==> config.mk <==
export PLATFORM = sky130hd
export DESIGN_NAME = pmw_top
export DESIGN_NICKNAME = d
export VERILOG_FILES = /design/src/rtl/pmw_pkg.sv /design/src/rtl/pmw_top.sv
export VERILOG_INCLUDE_DIRS = /design/src /design/src/rtl
export SDC_FILE = /design/constraint.sdc
export NUM_CORES = 1
export LEC_CHECK = 0
export ABC_AREA = 0
export BUFFER_PORTS_ARGS = -buffer_cell sky130_fd_sc_hd__buf_2
export CAP_MARGIN = 30
export CORE_MARGIN = 8
export CORE_UTILIZATION = 30
export CTS_CLUSTER_DIAMETER = 200
export DETAILED_ROUTE_END_ITERATION = 10
export PLACE_DENSITY_LB_ADDON = 0.05
export SYNTH_ARGS = -nofsm -noshare
export SYNTH_HDL_FRONTEND = slang
export SYNTH_SLANG_ARGS = --single-unit
==> constraint.sdc <==
create_clock -name clk_i -period 3.2 [get_ports clk_i]
set_clock_uncertainty 0.2 [all_clocks]
set_input_delay 0.16 -clock clk_i [delete_from_list [all_inputs] [get_ports clk_i]]
set_output_delay 0.16 -clock clk_i [all_outputs]
set_load 0.02 [all_outputs]
==> src/rtl/pmw_map.svh <==
// Register offsets, field positions and timing counts of the power block
`ifndef PMW_MAP_SVH
`define PMW_MAP_SVH
// Register indices; byte address is four times the index
`define PMW_IDX_PWR 8'hA5
`define PMW_IDX_SVC 8'hA6
`define PMW_IDX_PRG 8'hA7
// Power control fields
`define PMW_PWR_IDLE 0
`define PMW_PWR_DOWN 1
`define PMW_PWR_GFA 2
`define PMW_PWR_GFB 3
`define PMW_PWR_WDT 4
`define PMW_PWR_ARM 5
// Timeout program select field
`define PMW_PRG_SEL_LO 0
`define PMW_PRG_SEL_HI 2
`define PMW_PRG_RST 8'h00
// Unlock bytes
`define PMW_KEY_A 8'h1E
`define PMW_KEY_B 8'hE1
// Watchdog limits
`define PMW_WDT_MAX 14'h3FFF
`define PMW_PRE_ALL 7'h7F
// Clock is the oscillator: one clk period per oscillator period
`define PMW_CLK_MHZ 50
`define PMW_MC_TOSC 12
`define PMW_MC_CYC (`PMW_MC_TOSC)
`define PMW_MC_LAST 4'(`PMW_MC_CYC - 1)
`define PMW_PULSE_TOSC 96
`define PMW_PULSE_CYC 7'(`PMW_PULSE_TOSC)
`endif

==> src/rtl/pmw_pkg.sv <==
// Types of the power mode and watchdog block
package pmw_pkg;
  typedef enum logic [1:0] {PMW_RUN, PMW_IDLE, PMW_DOWN, PMW_WAKE} pmw_mode_t;
  typedef struct packed {
    pmw_mode_t mode;
    logic gf_a;
    logic gf_b;
    logic [3:0] mc;
    logic [6:0] pre;
    logic [13:0] wdt;
    logic wdt_on;
    logic armed;
    logic [7:0] prg;
    logic [6:0] pulse;
    logic [1:0] low_seen;
    logic ack;
    logic [7:0] rdat;
    logic cpu_clk_en;
    logic osc_run;
    logic strobe_hold;
    logic rst_pulse;
    logic wake;
  } pmw_state_t;
endpackage

==> src/rtl/pmw_top.sv <==
// Power modes and watchdog with a classic Wishbone register slave
//
// Design decision made here: the Wishbone interface to the registers.
`timescale 1ns/100ps
`default_nettype none
`include "pmw_map.svh"

module pmw_top
  import pmw_pkg::*;
(
  input wire logic clk_i,
  input wire logic rst_i,
  input wire logic wb_cyc_i,
  input wire logic wb_stb_i,
  input wire logic wb_we_i,
  input wire logic [9:0] wb_adr_i,
  input wire logic [3:0] wb_sel_i,
  input wire logic [31:0] wb_dat_i,
  output logic [31:0] wb_dat_o,
  output logic wb_ack_o,
  input wire logic irq_pending_i,
  input wire logic ext_a_en_i,
  input wire logic ext_b_en_i,
  input wire logic ext_a_n_i,
  input wire logic ext_b_n_i,
  output logic cpu_clk_en_o,
  output logic osc_run_o,
  output logic strobe_hold_o,
  output logic wake_o,
  output logic rst_pulse_o
);

  // ************************************************************
  // State and decode
  // ************************************************************
  pmw_state_t s;
  pmw_state_t next_s;
  logic req;
  logic wr;
  logic [7:0] idx;
  logic [7:0] wbyte;
  logic mc_tick;
  logic [6:0] mask;
  logic wdt_tick;
  logic [1:0] ext_low;
  logic [1:0] ext_high;

  assign idx = wb_adr_i[9:2];
  assign wbyte = wb_dat_i[7:0];
  assign req = wb_cyc_i && wb_stb_i && !s.ack;
  assign wr = wb_cyc_i && wb_stb_i && s.ack && wb_we_i && wb_sel_i[0];
  assign mc_tick = s.osc_run && (s.mc == `PMW_MC_LAST);
  assign mask = ~(`PMW_PRE_ALL << s.prg[`PMW_PRG_SEL_HI:`PMW_PRG_SEL_LO]);
  assign wdt_tick = s.wdt_on && mc_tick && ((s.pre & mask) == mask);
  assign ext_low = {ext_b_en_i && !ext_b_n_i, ext_a_en_i && !ext_a_n_i};
  assign ext_high = {ext_b_n_i, ext_a_n_i};

  // ************************************************************
  // Next state
  // ************************************************************
  always_comb
  begin
    next_s = s;
    next_s.ack = req;
    next_s.wake = 1'b0;
    // Read data; service register reads zero
    next_s.rdat = 8'h00;
    if (req && !wb_we_i)
    begin
      if (idx == `PMW_IDX_PWR)
      begin
        next_s.rdat[`PMW_PWR_IDLE] = (s.mode == PMW_IDLE);
        next_s.rdat[`PMW_PWR_DOWN] = (s.mode == PMW_DOWN) || (s.mode == PMW_WAKE);
        next_s.rdat[`PMW_PWR_GFA] = s.gf_a;
        next_s.rdat[`PMW_PWR_GFB] = s.gf_b;
        next_s.rdat[`PMW_PWR_WDT] = s.wdt_on;
        next_s.rdat[`PMW_PWR_ARM] = s.armed;
      end
      else if (idx == `PMW_IDX_PRG)
      begin
        next_s.rdat = s.prg;
      end
    end
    // Machine cycle divider, frozen while oscillator is stopped
    if (s.osc_run)
    begin
      next_s.mc = mc_tick ? 4'h0 : s.mc + 4'h1;
    end
    // Prescaler and watchdog counter
    if (s.wdt_on && mc_tick)
    begin
      next_s.pre = s.pre + 7'h01;
    end
    if (wdt_tick)
    begin
      next_s.wdt = s.wdt + 14'h0001;
    end
    // Overflow: disable and start reset pulse
    if (s.wdt_on && s.wdt == `PMW_WDT_MAX)
    begin
      next_s.wdt_on = 1'b0;
      next_s.wdt = 14'h0000;
      next_s.pre = 7'h00;
      next_s.rst_pulse = 1'b1;
      next_s.pulse = `PMW_PULSE_CYC;
    end
    else if (s.pulse != 7'h00)
    begin
      next_s.pulse = s.pulse - 7'h01;
      next_s.rst_pulse = (s.pulse != 7'h01);
    end
    // Register writes take effect at the edge that ends the ack cycle, one clock after ack rises
    if (wr)
    begin
      if (idx == `PMW_IDX_PWR)
      begin
        next_s.gf_a = wbyte[`PMW_PWR_GFA];
        next_s.gf_b = wbyte[`PMW_PWR_GFB];
        if (wbyte[`PMW_PWR_DOWN])
        begin
          next_s.mode = PMW_DOWN;
        end
        else if (wbyte[`PMW_PWR_IDLE])
        begin
          next_s.mode = PMW_IDLE;
        end
      end
      else if (idx == `PMW_IDX_SVC)
      begin
        // Two-byte unlock and service sequence
        if (wbyte == `PMW_KEY_A)
        begin
          next_s.armed = 1'b1;
        end
        else if (wbyte == `PMW_KEY_B && s.armed)
        begin
          next_s.armed = 1'b0;
          next_s.wdt_on = 1'b1;
          next_s.wdt = 14'h0000;
          next_s.pre = 7'h00;
        end
        else
        begin
          next_s.armed = 1'b0;
        end
      end
      else if (idx == `PMW_IDX_PRG)
      begin
        next_s.prg = wbyte;
      end
    end
    else if (wb_cyc_i && wb_stb_i && s.ack && wb_we_i && idx != `PMW_IDX_SVC)
    begin
      next_s.armed = s.armed;
    end
    // Low-power mode sequencing
    unique case (s.mode)
      PMW_RUN:
      begin
        next_s.low_seen = 2'b00;
      end
      PMW_IDLE:
      begin
        // Enabled interrupt clears idle and wakes the CPU
        if (irq_pending_i)
        begin
          next_s.mode = PMW_RUN;
          next_s.wake = 1'b1;
        end
      end
      PMW_DOWN:
      begin
        // Only an enabled external input low, or a power register write setting idle without down, restarts the oscillator
        if (ext_low != 2'b00)
        begin
          next_s.mode = PMW_WAKE;
          next_s.low_seen = ext_low;
        end
      end
      PMW_WAKE:
      begin
        // First released input completes the exit
        next_s.low_seen = s.low_seen | ext_low;
        if ((s.low_seen & ext_high) != 2'b00)
        begin
          next_s.mode = PMW_RUN;
          next_s.wake = 1'b1;
        end
      end
    endcase
    // Clock gating: CPU clock stops, peripheral clock continues in idle
    next_s.cpu_clk_en = (next_s.mode == PMW_RUN);
    next_s.osc_run = (next_s.mode != PMW_DOWN);
    next_s.strobe_hold = (next_s.mode != PMW_RUN);
  end

  // ************************************************************
  // State register
  // ************************************************************
  always_ff @(posedge clk_i)
  begin
    if (rst_i)
    begin
      s <= '0;
      s.mode <= PMW_RUN;
      s.prg <= `PMW_PRG_RST;
      s.cpu_clk_en <= 1'b1;
      s.osc_run <= 1'b1;
    end
    else
    begin
      s <= next_s;
    end
  end

  assign wb_ack_o = s.ack;
  assign wb_dat_o = {24'h000000, s.rdat};
  assign cpu_clk_en_o = s.cpu_clk_en;
  assign osc_run_o = s.osc_run;
  assign strobe_hold_o = s.strobe_hold;
  assign wake_o = s.wake;
  assign rst_pulse_o = s.rst_pulse;

  // ************************************************************
  // Checks
  // ************************************************************
  logic [7:0] pulse_len;

  always_ff @(posedge clk_i)
  begin
    if (rst_i)
    begin
      pulse_len <= 8'h00;
    end
    else if (rst_pulse_o)
    begin
      pulse_len <= pulse_len + 8'h01;
    end
    else
    begin
      pulse_len <= 8'h00;
    end
  end
endmodule
`default_nettype wire

After elaboration in Yosys (flattened, before gate mapping)
Index checks and enable logic that the tools add are counted.
Widths: inputs -> output; s select.

word-level totals
  bits in registers = 62
  input port bits = 56

cells by class
  add/sub/neg operators = 4
  equality and inequality tests = 14
  shifts and indexed selects = 1
  multiplexer cells = 31
  bitwise operators = 8
  reduce and logical (&&, ||, !) cells = 33

operators with widths
  cell                   count
  $mux 22                4
  $eq 8x8->1 const B     4
  $mux 31                1
  $mux 23                1
  $mux 7                 3
  $mux 8                 2
  $add 14x1->14 const B  1
  $eq 14x14->1 const B   1
  $mux 14                1
  $logic_and 1x1->1      13
  $mux 2                 6
  $mux 4                 3
  $mux 6                 2
  $pmux 2 s3             2
  $eq 8x5->1 const B     1
  $reduce_bool 2->1      4
  $add 7x1->7 const B    1
  $and 7x7->7            1
  $eq 7x7->1             1
  $ne 7x1->1 const B     1
  $not 7->7              1
  $reduce_bool 7->1      1
  $shl 7x3->7 const A    1
  $sub 7x1->7 const B    1
  20 further kinds       34

Depth between registers and ports, before layout
  depth in word-level cells = 12
  mapped depth = 9
  mapped depth without buffers = 6

Worst setup path after synthesis
No wires, ideal clock.

  kind = register -> register
  start = reg s[54] (netlist bit)
  end = reg s[43] (netlist bit)
  library setup time = 125 ps
  data arrival time = 1672 ps
  data required time = 2875 ps
  path slack = 1202 ps
  stages on the path, launching flop included = 10
  path buffers = 3
  period minus slack after synthesis = 1998 ps
  cells stage by stage = dfxtp_1 > ha_1 > nor2b_2 > and4_1 > buf_4 > nand4_4 > buf_6 > buf_2 > o31ai_1 > a21oi_1

between the ends
  cells in the longest elaborated chain, start to end = 11

RTL lines
  item                                RTL line        text
  from (decl)                         pmw_top.sv:36   pmw_state_t s;
  from (signal assigned)              pmw_top.sv:212  s <= next_s;
  $eq 4x4->1 (no line) (*)            -
  $logic_and 1x1->1 (*)               pmw_top.sv:52   assign mc_tick = s.osc_run && (s.mc == `PMW_MC_LAST);
  $logic_and 1x1->1 (*) (2 in a row)  pmw_top.sv:54   assign wdt_tick = s.wdt_on && mc_tick && ((s.pre & mask) == mask);
  $mux 14 (*)                         pmw_top.sv:94   if (wdt_tick)
  $mux 22 (*)                         pmw_top.sv:99   if (s.wdt_on && s.wdt == `PMW_WDT_MAX)
  $mux 22                             pmw_top.sv:135  else if (wbyte == `PMW_KEY_B && s.armed)
  $mux 22                             pmw_top.sv:131  if (wbyte == `PMW_KEY_A)
  $mux 23                             pmw_top.sv:128  else if (idx == `PMW_IDX_SVC)
  $mux 31                             pmw_top.sv:115  if (idx == `PMW_IDX_PWR)
  $mux 22 (*)                         pmw_top.sv:113  if (wr)

Every way passes the cells marked *; elsewhere a longest branch is shown, timed or not.
A chain may end at the register's enable or synchronous reset.

Final worst setup path
  start = reg s[54] (netlist bit)
  end = reg s[46] (netlist bit)

The elaborated chain is that of the path after synthesis.

==> metrics.md <==
| Metric | Value |
|---|---|
| Dpl cell area | 0.003224 mm² |
| Die height | ~120 µm |
| GPL Wtd Cong | just over 0.7 |
| CTS tree | built |
| Die ar. | 0.01368 mm² |
| Tot Pwr | 1.997 mW |
| Sequential area share after synthesis | 0.4057 |
| Final ANT Viol Nets | 0 |
| Vias/cell | 4.670 |
| CTS Buffer Depth | 2 |
| CP max stage cell | or4_1 |
| Fin crit period | 2.478 ns |
| Post-synth top area share | 0.4057 |
| PostCTS Resize Cnt | 0 |
| Worst rel slew slack | 0.4940 |
| Synth Register Bits | 62 |
| Top cells by area, synth | dfxtp_1 41%, buf_4 8.6%, nand2_1 4.9%, a21oi_1 4.6%, nor2_1 4.2% |
| TNS Setup | 0 ns |
| Ports | 94 |
| Starting Density | 0.3031 |
| Fillcell total | 1093 |
| Hold slack | 0.02066 ns |
| Least-Margin Pin Slew | 0.7527 ns |
| CP Data Arrival Time | 2.54 ns |
| Final WL | 7192 µm |
| Antenna cells | 0 |
| Post-synth EDFFs | 0 |
| Core Footprint | 0.01009 mm² |
| Pleak | 1.358 nW |
| Avg Inst Size Synth | 8.498 µm² |
| Maximum vdd ir drop | between 200 and 300 µV |
| Worst setup SP type | register |
| Cts-stage hold buffer count | 12 |
| CP cell instances | ha_1, nor2b_2, and4_1, nand4_4, or4_1, a21oi_1 |
| Layout cell share with drive strength beyond 1 | 0.1638 |
| DRT Pass-1 Iters | 6 |
| Synth cell count leaders | 62 x dfxtp_1, 40 x nand2_1, 35 x buf_4 |
| Largest area contributor in the netlist | dfxtp_1 |
| Post-Syn Area | 0.003059 mm² |
| Netlist cell types | 52 |
| Count leader, synth | dfxtp_1 |
| Power Density | about 560 mW/mm² |
| Final Slew Violations | 0 |
| First-pass GRT wire length | 11810 µm |
| Max-cap violations | 0 |
| Area Overhead vs Synth | 16.97% |
| Nets | 465 |
| Fin crit share | 0.7742 |
| RSZ-0062 raised after global routing | no |
| Initial antenna violation count | 0 |
| HP Class | in2reg |
| DRC Markers | 0 |
| Post-DR wirelength/cell | 13.20 µm |
| Max H-tree Level | 3 |
| Async SR Flop Fraction | 0 |
| Finished Cell Area | approximately 0.0036 mm² |
| Crit-path max cell delay | 0.57 ns |
| Worst-skew pair later-pin latency | 0.33 ns |
| Worst Setup Path Type | reg2reg |
| Dominant synthesized flop cell | dfxtp_1 |
| Cell Rows | 37 |
| Final hold vios | 0 |
| Postcts setup bufs | 0 |
| Cells after Synth | 360 |
| Worst-path clk slew | about 0.070 ns |
| Yosys warning count | 0 |
| Clk sinks | slightly above 60 |
| CP Max Fanout | 26 |
| Vias in the first global route | 2456 |
| DRT iter0 DRCs | 141 |
| Port Buf Inserts | 40 |
| Largest net degree at the start of global routing | 27 |
| F_max | 0.4036 GHz |
| Critical Path Sink Type | register |
| Dpl cells | 517 |
| # setup viols final | 0 |
| Vias | 2545 |
| Root Buffer | clkbuf_8 |
| Gr usage total | 0.1094 |
| Detailed placer's ending HPWL | 5066 µm |
| Die width | 117.0 µm |
| Fin cells | 545 |
| Outcome | finished, final reports clean |
| CTS buffer count | 9 |
| GRT overflow | 0 |
| Required @ worst endpoint | 3.27 ns |
worst paths after layout:
path	from	slack, ns	depth (start not counted)	to
max	s[54]$_SDFFE_PP0P_	0.72	6	s[46]$_SDFF_PP0_
min	irq_pending_i	0.02	4	wake_o$_SDFF_PP0_
max reg2reg	s[54]$_SDFFE_PP0P_	0.72	6	s[46]$_SDFF_PP0_
min reg2reg	s[29]$_SDFFE_PP0P_	0.25	2	s[29]$_SDFFE_PP0P_
power breakdown:
group | leakage, nW | switching, mW | internal, mW
sequential | 0.501 | 0.0363 | 0.813
clock | 0.120 | 0.314 | 0.502
combinational | 0.737 | 0.195 | 0.137
total | 1.36 | 0.545 | 1.45
state kept, by name (all words and copies together) (netlist names):
name / flops
strobe_hold_o: 1
wake_o: 1
osc_run_o: 1
rst_pulse_o: 1
s: 48
cpu_clk_en_o: 1
wb_ack_o: 1
wb_dat_o: 8
worst max-delay path: cells and delay by family (launching register included):
| family | cells | cell delay (ns) |
|---|---|---|
| and+or+nand+nor | 4 | 1.45 |
| DFF | 1 | 0.40 |
| adders and majority gates | 1 | 0.20 |
| AOI/OAI and AO/OA | 1 | 0.15 |
area by class of cell:
class	count	area, µm²	area share
clock buffers	13	168.9	0.04720
clock inverters	3	65.06	0.01818
inverters	10	37.54	0.01049
multi-input cells	267	1560	0.4360
flip-flops and latches	62	1241	0.3469
well taps	136	170.2	0.04755
repair buffers	54	335.3	0.09371
per-layer routing:
layer	GRT usage	vias to the layer above	part of all wire
li1	-	1305	-
met1	0.1343	1161	0.47
met2	0.1769	68	0.45
met3	0.02514	11	0.063
met4	0.05375	0	0.018
met5	0	-	0
cells in the final DEF (no fill, tap or decap), types with 10 or more instances in the layout:
| master | instances |
|---|---|
| inv_1 | 10 |
| nand2_1 | 40 |
| nor2_1 | 34 |
| buf_2 | 40 |
| dfxtp_1 | 62 |
| clkbuf_8 | 12 |
| o21ai_0 | 10 |
| nand3_1 | 12 |
| a21oi_1 | 28 |
| dlygate4sd3_1 | 12 |
| conb_1 | 24 |
logic make-up after synthesis:
logic type	after synthesis	share of synthesized area
compound gates	68	0.1419
xor+xnor	9	0.02577
fa+ha+maj	5	0.02045
buf+inv	54	0.1125
flops	62	0.4057
mux	7	0.02331
other cells	1	0.001226
simple gates	154	0.2691
per-stage QoR:
step,utilization,setup WS [ns]
after floorplan,-,1.202
after global placement,0.3195,0.7393
after detailed placement,0.3195,0.7469
after CTS,0.3546,0.7120
after global routing,0.3546,0.5196
final,0.3546,0.7224
(Power assumes the default switching activity.)
